File: src/amp_pkg.sv
// shared constants for the output amplifier control link
// Function
// [RULE_01] gain code 4 bits, exponential, 0..15
// [RULE_02] offset code 4 bits, linear between references
// [RULE_03] offset and gain codes stay independent
// [RULE_04] source select 1 routes external input
// [RULE_05] with converter: gain at least 3, offset low
// [RULE_06] dark level presented after each row
// [RULE_07] calibrate only in row or frame blanking
// [RULE_08] fast: calib plus unity, settle one cycle
// [RULE_09] hold input and offset during fast calibration
// [RULE_10] fast calibration once per frame, before readout
// [RULE_11] slow pulse falls with input at dark
// [RULE_12] one slow pulse per row blanking
// [RULE_13] default fast per image, slow for drift
// [RULE_14] pixel rate at most 10 Mpix/s; the row counter steps one pixel per clock and pix_cycles is unused
// [RULE_15] unity control 1 bypasses gain code
// [RULE_16] change codes only during blanking
package amp_pkg;
  localparam int code_width = 4;
  localparam logic [3:0] gain_min_conv = 4'h3;
  localparam logic [3:0] gain_reset = 4'h3;
  localparam logic [3:0] offset_low_ref = 4'h0;
  localparam logic [3:0] gain_top = 4'hF;
  localparam int clk_mhz = 200;
  localparam int max_pix_mhz = 10;
  // least clock cycles per pixel, rounded up
  localparam int pix_cycles = (clk_mhz + max_pix_mhz - 1) / max_pix_mhz;
  localparam int slow_pulse_cycles = 4;
  localparam int fast_cal_cycles = 4;
  localparam int settle_cycles = 1;
  localparam int slow_converge_pulses = 100;
  // apb register offsets
  localparam logic [7:0] reg_ctrl = 8'h00;
  localparam logic [7:0] reg_timing = 8'h04;
  localparam logic [7:0] reg_status = 8'h08;
  // ctrl fields
  localparam int ctrl_gain_lsb = 0;
  localparam int ctrl_offset_lsb = 4;
  localparam int ctrl_sel_ext = 8;
  localparam int ctrl_slow_mode = 9;
  localparam int ctrl_enable = 10;
  localparam int ctrl_conv_used = 11;
  // timing fields
  localparam int tim_row_lsb = 0;
  localparam int tim_blank_lsb = 16;
  localparam logic [15:0] row_pixels_reset = 16'h0500;
  localparam logic [15:0] blank_reset = 16'h0040;
  localparam logic [31:0] ctrl_reset = 32'h0000_0003;
endpackage

File: src/amp_link_if.sv
// link between timing controller and amplifier control
`timescale 1ns/100ps
interface amp_link_if;
  logic [3:0] gain_code;
  logic [3:0] offset_code;
  logic sel_extin;
  logic unity_gain;
  logic calib_fast;
  logic calib_slow;
  logic row_active;
  logic dark_level;
  modport ctrl
  (
    output gain_code, offset_code, sel_extin, unity_gain,
    output calib_fast, calib_slow, row_active,
    input dark_level
  );
  modport amp
  (
    input gain_code, offset_code, sel_extin, unity_gain,
    input calib_fast, calib_slow, row_active,
    output dark_level
  );
endinterface

File: src/amp_controller.sv
// timing controller end: apb registers and calibration sequencing
`timescale 1ns/100ps
module amp_controller
(
  input wire logic mclk,
  input wire logic rst_n,
  input wire logic psel,
  input wire logic penable,
  input wire logic pwrite,
  input wire logic [7:0] paddr,
  input wire logic [31:0] pwdata,
  output logic [31:0] prdata,
  output logic pready,
  output logic pslverr,
  input wire logic frame_start,
  amp_link_if.ctrl link,
  output logic busy
);
  typedef enum logic [2:0]
  {
    st_idle = 3'b000,
    st_fast = 3'b110,
    st_row = 3'b011,
    st_blank = 3'b010,
    st_slow = 3'b111
  } state_type;
  state_type state;
  logic [31:0] ctrl;
  logic [31:0] timing;
  logic [15:0] count;
  logic fast_pending;
  logic [15:0] frames;
  logic frame_sync;
  logic frame_meta;
  logic frame_prev;
  logic frame_pulse;
  logic access;
  logic [3:0] gain_req;
  assign access = psel & penable;
  assign frame_pulse = frame_sync & ~frame_prev;
  // gain floor applied when the on-chip converter is in use
  assign gain_req = (ctrl[amp_pkg::ctrl_conv_used] &&
    ctrl[amp_pkg::ctrl_gain_lsb +: 4] < amp_pkg::gain_min_conv) ?
    amp_pkg::gain_min_conv : ctrl[amp_pkg::ctrl_gain_lsb +: 4]; // [RULE_05]

  always_ff @(posedge mclk or negedge rst_n)
  begin
    if (!rst_n)
    begin
      frame_meta <= 1'b0;
      frame_sync <= 1'b0;
      frame_prev <= 1'b0;
    end
    else
    begin
      frame_meta <= frame_start;
      frame_sync <= frame_meta;
      frame_prev <= frame_sync;
    end
  end

  // registers: zero-wait apb slave
  always_ff @(posedge mclk or negedge rst_n)
  begin
    if (!rst_n)
    begin
      ctrl <= amp_pkg::ctrl_reset;
      timing <= {amp_pkg::blank_reset, amp_pkg::row_pixels_reset};
    end
    else if (access && pwrite)
    begin
      if (paddr == amp_pkg::reg_ctrl)
        ctrl <= {20'h00000, pwdata[11:0]};
      else if (paddr == amp_pkg::reg_timing)
        timing <= pwdata;
    end
  end
  always_ff @(posedge mclk or negedge rst_n)
  begin
    if (!rst_n)
    begin
      prdata <= 32'h0000_0000;
      pready <= 1'b0;
      pslverr <= 1'b0;
    end
    else
    begin
      pready <= psel & ~penable;
      pslverr <= psel & ~penable & (paddr != amp_pkg::reg_ctrl) &
        (paddr != amp_pkg::reg_timing) & (paddr != amp_pkg::reg_status);
      if (psel && !penable && !pwrite)
      begin
        case (paddr)
          amp_pkg::reg_ctrl: prdata <= ctrl;
          amp_pkg::reg_timing: prdata <= timing;
          amp_pkg::reg_status: prdata <= {frames, 9'h000, fast_pending,
            busy, state, link.dark_level, 1'b0};
          default: prdata <= 32'h0000_0000;
        endcase
      end
    end
  end

  // sequence: fast cal in first blanking, then rows with blanking gaps
  always_ff @(posedge mclk or negedge rst_n)
  begin
    if (!rst_n)
    begin
      state <= st_idle;
      count <= 16'h0000;
      fast_pending <= 1'b0;
      frames <= 16'h0000;
    end
    else
    begin
      if (frame_pulse)
        fast_pending <= ~ctrl[amp_pkg::ctrl_slow_mode]; // [RULE_10] [RULE_13]
      case (state)
        st_idle:
          if (frame_pulse && ctrl[amp_pkg::ctrl_enable])
          begin
            state <= st_blank;
            count <= timing[amp_pkg::tim_blank_lsb +: 16];
            frames <= frames + 16'h0001;
          end
        st_blank:
          if (frame_pulse)
          begin
            // reload short of a full blank so slow mode cannot pulse twice
            if (ctrl[amp_pkg::ctrl_enable])
            begin
              count <= timing[amp_pkg::tim_blank_lsb +: 16] - 16'h0008;
              frames <= frames + 16'h0001;
            end
            else
              state <= st_idle;
          end
          else if (count == 16'h0000)
          begin
            state <= st_row;
            count <= timing[amp_pkg::tim_row_lsb +: 16];
          end
          else if (fast_pending &&
            count > 16'(amp_pkg::fast_cal_cycles + 1))
          begin
            state <= st_fast; // [RULE_07] [RULE_10]
            count <= 16'(amp_pkg::fast_cal_cycles);
            fast_pending <= 1'b0;
          end
          else if (ctrl[amp_pkg::ctrl_slow_mode] && !fast_pending &&
            count == timing[amp_pkg::tim_blank_lsb +: 16])
          begin
            state <= st_slow; // [RULE_12] [RULE_11]
            count <= 16'(amp_pkg::slow_pulse_cycles);
          end
          else
            count <= count - 16'h0001;
        st_fast, st_slow:
          if (count == 16'h0000)
          begin
            state <= st_blank;
            count <= timing[amp_pkg::tim_blank_lsb +: 16] - 16'h0008;
          end
          else
            count <= count - 16'h0001;
        st_row:
          if (frame_pulse)
          begin
            // a new frame cuts the current row and restarts in blanking
            if (ctrl[amp_pkg::ctrl_enable])
            begin
              state <= st_blank;
              count <= timing[amp_pkg::tim_blank_lsb +: 16];
              frames <= frames + 16'h0001;
            end
            else
              state <= st_idle;
          end
          else if (count == 16'h0000)
          begin
            state <= st_blank;
            count <= timing[amp_pkg::tim_blank_lsb +: 16];
          end
          else
            count <= count - 16'h0001;
        default:
          state <= st_idle;
      endcase
    end
  end

  // pins: settings change only outside active rows
  always_ff @(posedge mclk or negedge rst_n)
  begin
    if (!rst_n)
    begin
      link.gain_code <= amp_pkg::gain_reset;
      link.offset_code <= amp_pkg::offset_low_ref;
      link.sel_extin <= 1'b0;
    end
    else if (state == st_blank || state == st_idle)
    begin
      link.gain_code <= gain_req; // [RULE_16]
      link.offset_code <= ctrl[amp_pkg::ctrl_conv_used] ?
        amp_pkg::offset_low_ref : ctrl[amp_pkg::ctrl_offset_lsb +: 4];
      link.sel_extin <= ctrl[amp_pkg::ctrl_sel_ext];
    end
  end
  // fast: calib held until one cycle before exit so unity outlasts it
  always_ff @(posedge mclk or negedge rst_n)
  begin
    if (!rst_n)
    begin
      link.unity_gain <= 1'b0;
      link.calib_fast <= 1'b0;
      link.calib_slow <= 1'b0;
      link.row_active <= 1'b0;
      busy <= 1'b0;
    end
    else
    begin
      link.unity_gain <= (state == st_fast); // [RULE_08] [RULE_09]
      link.calib_fast <= (state == st_fast) && count != 16'h0000;
      link.calib_slow <= (state == st_slow) && count > 16'h0001;
      link.row_active <= (state == st_row); // [RULE_14]
      busy <= (state == st_fast) || (state == st_slow);
    end
  end
endmodule

File: src/flat_wrapper.sv
// flat-port wrapper written by rule: the top's interface ports become plain ports
module amp_controller_flat 
  (mclk, rst_n, psel, penable, pwrite, paddr, pwdata, prdata, pready, pslverr, frame_start, busy, link_gain_code, link_offset_code, link_sel_extin, link_unity_gain, link_calib_fast, link_calib_slow, link_row_active, link_dark_level);
  amp_link_if link_i ();
  input wire logic mclk;
  input wire logic rst_n;
  input wire logic psel;
  input wire logic penable;
  input wire logic pwrite;
  input wire logic [7:0] paddr;
  input wire logic [31:0] pwdata;
  output logic [31:0] prdata;
  output logic pready;
  output logic pslverr;
  input wire logic frame_start;
  output logic busy;
  output wire logic [$bits(link_i.gain_code)-1:0] link_gain_code;
  output wire logic [$bits(link_i.offset_code)-1:0] link_offset_code;
  output wire logic [$bits(link_i.sel_extin)-1:0] link_sel_extin;
  output wire logic [$bits(link_i.unity_gain)-1:0] link_unity_gain;
  output wire logic [$bits(link_i.calib_fast)-1:0] link_calib_fast;
  output wire logic [$bits(link_i.calib_slow)-1:0] link_calib_slow;
  output wire logic [$bits(link_i.row_active)-1:0] link_row_active;
  input wire logic [$bits(link_i.dark_level)-1:0] link_dark_level;
  assign link_gain_code = link_i.gain_code;
  assign link_offset_code = link_i.offset_code;
  assign link_sel_extin = link_i.sel_extin;
  assign link_unity_gain = link_i.unity_gain;
  assign link_calib_fast = link_i.calib_fast;
  assign link_calib_slow = link_i.calib_slow;
  assign link_row_active = link_i.row_active;
  assign link_i.dark_level = link_dark_level;
  amp_controller u_core (.mclk(mclk), .rst_n(rst_n), .psel(psel), .penable(penable), .pwrite(pwrite), .paddr(paddr), .pwdata(pwdata), .prdata(prdata), .pready(pready), .pslverr(pslverr), .frame_start(frame_start), .link(link_i), .busy(busy));
endmodule
File: config.mk
export PLATFORM = sky130hd
export DESIGN_NAME = amp_controller_flat
export DESIGN_NICKNAME = d
export VERILOG_FILES = /design/src/amp_pkg.sv /design/src/amp_link_if.sv /design/src/amp_controller.sv /design/src/flat_wrapper.sv
export SDC_FILE = /design/constraint.sdc
export NUM_CORES = 1
export LEC_CHECK = 0
export ABC_AREA = 1
export BUFFER_PORTS_ARGS = -buffer_cell sky130_fd_sc_hd__clkbuf_2
export CAP_MARGIN = 20
export CORE_ASPECT_RATIO = 2
export CORE_MARGIN = 2
export CORE_UTILIZATION = 35
export DETAILED_ROUTE_END_ITERATION = 10
export GPL_ROUTABILITY_DRIVEN = 0
export PLACE_DENSITY_LB_ADDON = 0.3
export RECOVER_POWER = 50
export SLEW_MARGIN = 10
export SYNTH_ARGS = -nofsm -noshare
export SYNTH_HDL_FRONTEND = slang
export SYNTH_SLANG_ARGS = --single-unit
File: constraint.sdc
create_clock -name mclk -period 2.1 [get_ports mclk]
set_clock_uncertainty 0.2 [all_clocks]
set_input_delay 0.21 -clock mclk [delete_from_list [all_inputs] [get_ports mclk]]
set_output_delay 0.21 -clock mclk [all_outputs]
set_load 0.02 [all_outputs]
==> impl_metrics.py, run 1 <==
metrics = {
    "floorplanning": {
        "row_count": 74,
        "die_x_microns": 106,
        "dieArea_sq_mm": 0.0219,
        "die_h_microns": 207,
        "initial_core_util_pct": 35.5,
        "core_area_sq_mm": 0.0204,
        "num_io_pins": 95,
    },
    "yosys": {
        "synth.most_common_cell": "nand2_1",
        "syn-cell-area_sq_mm": 0.00723,
        "synthDistinctLibCells": 46,
        "yosysTopAreaCellShare_pct": 42.9,
        "ys.flop_type": "dfrtp_1",
        "yosysWarnings": 0,
        "synthTopCellsByArea": "dfrtp_1, nand2_1, o21ai_0, nor2_1, inv_1",
        "seq_area_frac_synth_pct": 45.5,
        "synth_edf_count": 0,
        "synth_common_cells": "nand2_1, dfrtp_1, nor2_1",
        "ys_seq_elements": 131,
        "syn-num-nets": 1019,
        "avgSynthCellArea_sq_um": 7.47,
        "async_flop_share_pct": 100,
        "netlist_instances": 967,
        "yosysTopAreaCell": "dfrtp_1",
    },
    "layout": {
        "layout-drive-gt1-share_pct": 32.0,
        "instances_no_fill": 1516,
        "syn_to_final_growth_pct": 45.4,
        "diodes": 0,
        "seq_area_sq_mm": 0.00329,
        "nFillCells": 1949,
        "multiInputGateArea_sq_mm": 0.00381,
        "postLayoutCoreUtil_pct": 51.6,
        "fin_nets": 1289,
    },
    "sta": {
        "period_needed_ps": 2240,
        "setup_violations": 14,
        "slew_violations": 0,
        "max_freq_ghz": 0.447,
        "slew_headroom_pct": 35.5,
        "worst_pin_slew_ps": 967,
        "rsz0062_at_grt": "yes",
        "fin_crit_sh_pct": 107,
        "fin_ws_ps": -139,
        "holdWs_ps": 116,
        "hold_violations": 0,
    },
    "routing": {
        "vias": 7619,
        "post_drt_via_cell_ratio": 5.03,
        "post_drt_wl_per_cell_microns": 17.7,
        "wl_mm": 26.8,
        "remaining_drc_errors": 0,
        "drt_pass1_iterations": 7,
        "drtAntennaViolNets": 0,
        "drt-initial-drc-count": 493,
    },
    "global_route": {
        "grt_max_degree": 53,
        "antenna_found_initial": 0,
        "grt-ovfl-total": 0,
        "gr-usage-all-layers_pct": 24.7,
        "grt_pass1_vias": 7483,
        "grt_first_pass_wirelength_mm": 40.6,
    },
    "worst_setup_path": {
        "crit_required_ps": 2230,
        "cp_slowest_stage_delay_ps": 380,
        "cp_common_cell": "nand2_1",
        "slowest_stage": "dfrtp_1",
        "path_cells": "inv_2, ha_4, nand2_2, nand3b_4, buf_12, nor2_4, buf_12, a21oi_2, o21ai_1, nor2_2, nand2_1, nand2_1, nand2_1",
        "cp_data_arrival_time_ps": 2370,
        "cp_max_fo": 8,
        "crit_type": "flip-flop to flip-flop",
        "cp-start-kind": "flip-flop",
        "cp-end-kind": "flip-flop",
    },
    "clock_network": {
        "cts_sinks": 131,
        "cts_max_path_buffers": 2,
        "h-tree-depth": 4,
        "clk_latency_ps": 450,
        "cts_root_buffer": "clkbuf_16",
        "cts_buffers": 17,
        "cts_tree": "built",
        "clk_pin_slew_ps": 60,
    },
    "placed_design": {
        "dp_hpwl_mm": 20.0,
        "dp_cells": 1421,
        "place_ws_ps": -238,
        "port_buffers": 94,
    },
    "power": {
        "powerDensity_mw_per_mm2": 950,
        "ir_drop_mv": 0.522,
        "cellLeakagePower_nw": 5.25,
    },
    "outcome": {
        "outcome": "finished with violations",
        "violations": "setup timing",
    },
    "flow_run": {
        "maxCapViolCount": 0,
    },
    "worst_hold_path": {
        "worstHoldPathType": "primary input to flip-flop",
    },
}
==> stage by stage <==
stage / cell area, sq um / power, mW / setup TNS [ps]
final: 10500 / 9.98 / -670
after global routing: 10500 / 10.4 / -2750
after CTS: 10100 / 9.48 / -240
after detailed placement: 8940 / 6.27 / -2130
after global placement: 8940 / 6.26 / -1760
after floorplan: 7230 / 4.71 / 0
==> kinds of logic after synthesis <==
family / after synthesis / synth area share, %
compound gates: 159 / 11.8
mux: 4 / 0.623
simple gates: 500 / 29.6
buf+inv: 130 / 6.94
fa+ha+maj: 5 / 0.866
flops: 131 / 45.5
xor+xnor: 38 / 4.61
==> layout by cell type (no fill, tap or decap), drive strengths merged, types with 2 or more instances in the layout <==
master / n
o211ai: 2
buf: 145
a21oi: 55
xor2: 32
or2: 3
nor2: 103
inv: 96
mux2: 4
nor3: 8
xnor2: 6
ha: 5
a31oi: 3
dfrtp: 124
o21ai: 82
o22ai: 10
clkbuf: 118
nand3: 42
bufinv: 2
clkinv: 13
nand4: 9
dlygate4sd3: 38
nand3b: 4
nand2: 329
dfstp: 7
o2111ai: 2
==> metal layers <==
metal	GRT usage [%]	up-vias	wire, microns
met5	0	-	0
met4	21.8	0	2840
met3	5.32	124	1130
met2	44.0	272	14100
met1	23.1	3605	8750
li1	-	3618	-
==> area by class of cell <==
class | count | area share, %
multi-input cells | 706 | 36.3
flip-flops and latches | 131 | 31.4
repair buffers | 281 | 20.1
clock buffers | 20 | 4.16
inverters | 100 | 3.65
well taps | 266 | 3.17
clock inverters | 12 | 1.29
==> worst paths after layout <==
kind                            depth (start not counted)                end         startpoint  slack (ps)
worst max-delay path                                   13   u_core.count[11]    u_core.count[1]        -140
worst min-delay path                                    5     u_core.pslverr           paddr[3]         120
worst max register to register                         13   u_core.count[11]    u_core.count[1]        -140
worst min register to register                          0  u_core.frame_sync  u_core.frame_meta         170
max in group asynchronous                               3  u_core.timing[17]              rst_n         220
min in group asynchronous                               2    u_core.count[0]              rst_n         260
==> worst max-delay path: cells and delay by family, from the launching register on <==
kind                       cells  cell delay, ps
and+or+nand+nor                7             730
DFF                            1             380
buffers and inverters          3             360
AOI/OAI and AO/OA              2             270
adders and majority gates      1             190
==> state kept, by name (all words and copies together) (netlist names), 3 cells and up <==
signal and count:
u_core.prdata 32, u_core.timing 32, u_core.count 16, u_core.frames 16
u_core.ctrl 12, u_core.link.gain_code 4, u_core.link.offset_code 4, u_core.state 3
==> what timing repair did <==
item	4_1_cts	5_1_grt
setup endpoints to repair	20	22
endpoints found under the hold margin	176	0
hold buffers	38	0
pin swaps	17	41
buffers inserted	7	20
resized for setup	38	89
==> power breakdown <==
part	leakage (nW)	switching (mW)	total, mW	internal (mW)
Clock	0.278	1.19	2.94	1.75
Combinational	3.30	2.30	4.06	1.76
Sequential	1.67	0.237	2.99	2.75
(Power assumes the default switching activity.)
==> inputs of run 2 (changes only) <==
Settings changed: CTS_BUF_LIST set to sky130_fd_sc_hd__clkbuf_2.
Clock period 2.1 ns to 2.4 ns, I/O delays scaled along.
==> run 2 against run 1 <==
Effect of this change: the flow now finishes without violations; sequential share of layout area up 4.5 points; via count down 4.4%; flip-flop and latch count unchanged; die area unchanged; critical path type unchanged; largest cell class unchanged; largest power group is now registers.
==> impl_metrics.py, run 2 (synthesized netlist as in run 1, its figures left out) <==
metrics = {
    "routing": {
        "post_drt_via_cell_ratio": 5.10,
        "wl_mm": 25.6,
        "drt_pass1_iterations": 7,
        "remaining_drc_errors": 0,
        "drt-initial-drc-count": 554,
        "post_drt_wl_per_cell_microns": 17.9,
        "vias": 7287,
        "drtAntennaViolNets": 0,
    },
    "sta": {
        "max_freq_ghz": 0.429,
        "period_needed_ps": 2330,
        "slew_violations": 0,
        "slew_headroom_pct": 30.1,
        "fin_crit_sh_pct": 97.1,
        "holdWs_ps": 15.4,
        "setup_violations": 0,
        "worst_pin_slew_ps": 1050,
        "hold_violations": 0,
    },
    "global_route": {
        "antenna_found_initial": 1,
        "grt-ovfl-total": 0,
        "grt_first_pass_wirelength_mm": 40.0,
        "grt_max_degree": 73,
        "gr-usage-all-layers_pct": 24.0,
        "grt_pass1_vias": 7457,
    },
    "layout": {
        "largestRegisters": "u_core.prdata (32), u_core.timing (32)",
        "syn_to_final_growth_pct": 26.8,
        "final_cell_mix": "nand2_1, dfrtp_1, clkbuf_2, nor2_1, inv_1",
        "final_area_sq_mm": 0.00916,
        "postLayoutCoreUtil_pct": 45.0,
        "layout-drive-gt1-share_pct": 20.0,
        "layout_commonest_cell": "nand2_1",
        "nFillCells": 2109,
        "fin_nets": 1200,
    },
    "flow_run": {
        "maxCapViolCount": 0,
    },
    "clock_network": {
        "clk_latency_ps": 750,
        "cts_sinks": 131,
        "cts_buffers": 17,
        "cts_max_path_buffers": 2,
        "cts_root_buffer": "clkbuf_2",
        "h-tree-depth": 4,
        "clk_pin_slew_ps": 230,
        "cts_tree": "built",
    },
    "worst_setup_path": {
        "cp_data_arrival_time_ps": 2760,
        "cp_max_fo": 8,
        "crit_type": "flip-flop to flip-flop",
        "cp-startpoint": "u_core.count[14]",
        "cp-end-kind": "flip-flop",
        "crit_required_ps": 2830,
        "cp-start-kind": "flip-flop",
        "reg2reg_from": "u_core.count[14]",
    },
    "outcome": {
        "outcome": "finished clean",
    },
    "floorplanning": {
        "die_x_microns": 106,
        "dieArea_sq_mm": 0.0219,
        "row_count": 74,
        "num_io_pins": 95,
        "core_area_sq_mm": 0.0204,
        "initial_core_util_pct": 35.5,
        "die_h_microns": 207,
    },
    "power": {
        "powerDensity_mw_per_mm2": 746,
        "cellLeakagePower_nw": 4.64,
        "ir_drop_mv": 0.304,
    },
    "placed_design": {
        "dpl_cell_area_sq_mm": 0.00825,
        "dp_hpwl_mm": 18.8,
        "port_buffers": 94,
    },
    "worst_hold_path": {
        "worstHoldPathType": "primary input to flip-flop",
        "hp-start": "paddr[4]",
    },
}
run 2: cell types whose count changed in the layout (fill, tap and decap cells not counted), moves of 10 or more:
cell	delta
buf_6	-16
nor2_1	+16
buf_4	-83
dlygate4sd3_1	+16
nand2_2	-14
nor2_2	-10
clkbuf_16	-17
clkbuf_2	+22
nand2_1	+15
run 2: worst paths after layout:
kind / endpoint / slack, ps / depth (start not counted)
hold / removal: u_core.prdata[24] / 20 / 9
min in group asynchronous: u_core.count[10] / 760 / 4
hold reg to reg: u_core.frame_sync / 170 / 0
max in group asynchronous: u_core.prdata[12] / 480 / 4
setup / recovery: u_core.count[2] / 70 / 12
setup reg to reg: u_core.count[2] / 70 / 12
run 2: worst max-delay path, cell delays in order (launching register included):
cell	delay, ps
dfrtp_1	490
nor2_1	180
nand2_1	130
nor2_4	150
nand2_2	110
o21ai_4	220
nand2_2	120
nor2_4	270
nand2_1	80
o21ai_1	80
nand2_1	80
nand2_1	70
nand2_1	50
run 2: area by class of cell:
class / instances / area (sq um) / area share, %
clock buffers: 19 / 95.1 / 1.04
diodes: 1 / 2.50 / 0.0273
well taps: 266 / 333 / 3.63
clock inverters: 13 / 208 / 2.27
multi-input cells: 706 / 3490 / 38.1
repair buffers: 192 / 1360 / 14.9
inverters: 100 / 379 / 4.14
flip-flops and latches: 131 / 3290 / 35.9
run 2: stage by stage:
step | std cells | TNS, ps | power, mW | setup slack (ps)
after floorplan | 967 | 0 | 4.12 | 452
after global placement | 1333 | 0 | 4.98 | 70.5
after detailed placement | 1333 | 0 | 4.98 | 23.2
after CTS | 1419 | 0 | 6.75 | 6.63
after global routing | 1428 | -5.32 | 7.21 | -5.32
final | 1428 | 0 | 6.83 | 70.3
run 2: per-layer routing:
metal  vias to the layer above  wire length (microns)  part of all wire, %  track usage [%]
met4                         0                   1830                  7.1             16.5
li1                       3451                      -                    -                -
met1                      3484                   8840                   35             23.6
met3                       106                    847                  3.3             2.93
met5                         -                      0                    0                0
met2                       246                  14100                   55             45.4
run 2: where the power goes:
| group | total [mW] | leakage [nW] | switching, mW | internal (mW) |
|---|---|---|---|---|
| Sequential | 2.65 | 1.68 | 0.246 | 2.40 |
| Combinational | 2.47 | 2.79 | 1.57 | 0.908 |
| Clock | 1.71 | 0.170 | 0.908 | 0.801 |
| Total | 6.83 | 4.64 | 2.72 | 4.11 |
run 2: repair_timing:
action | 4_1_cts | 5_1_grt
setup endpoints to repair | 0 | 18
resized for setup | 0 | 18
hold buffers | 54 | 0
buffers inserted | 0 | 8
endpoints found under the hold margin | 210 | 0
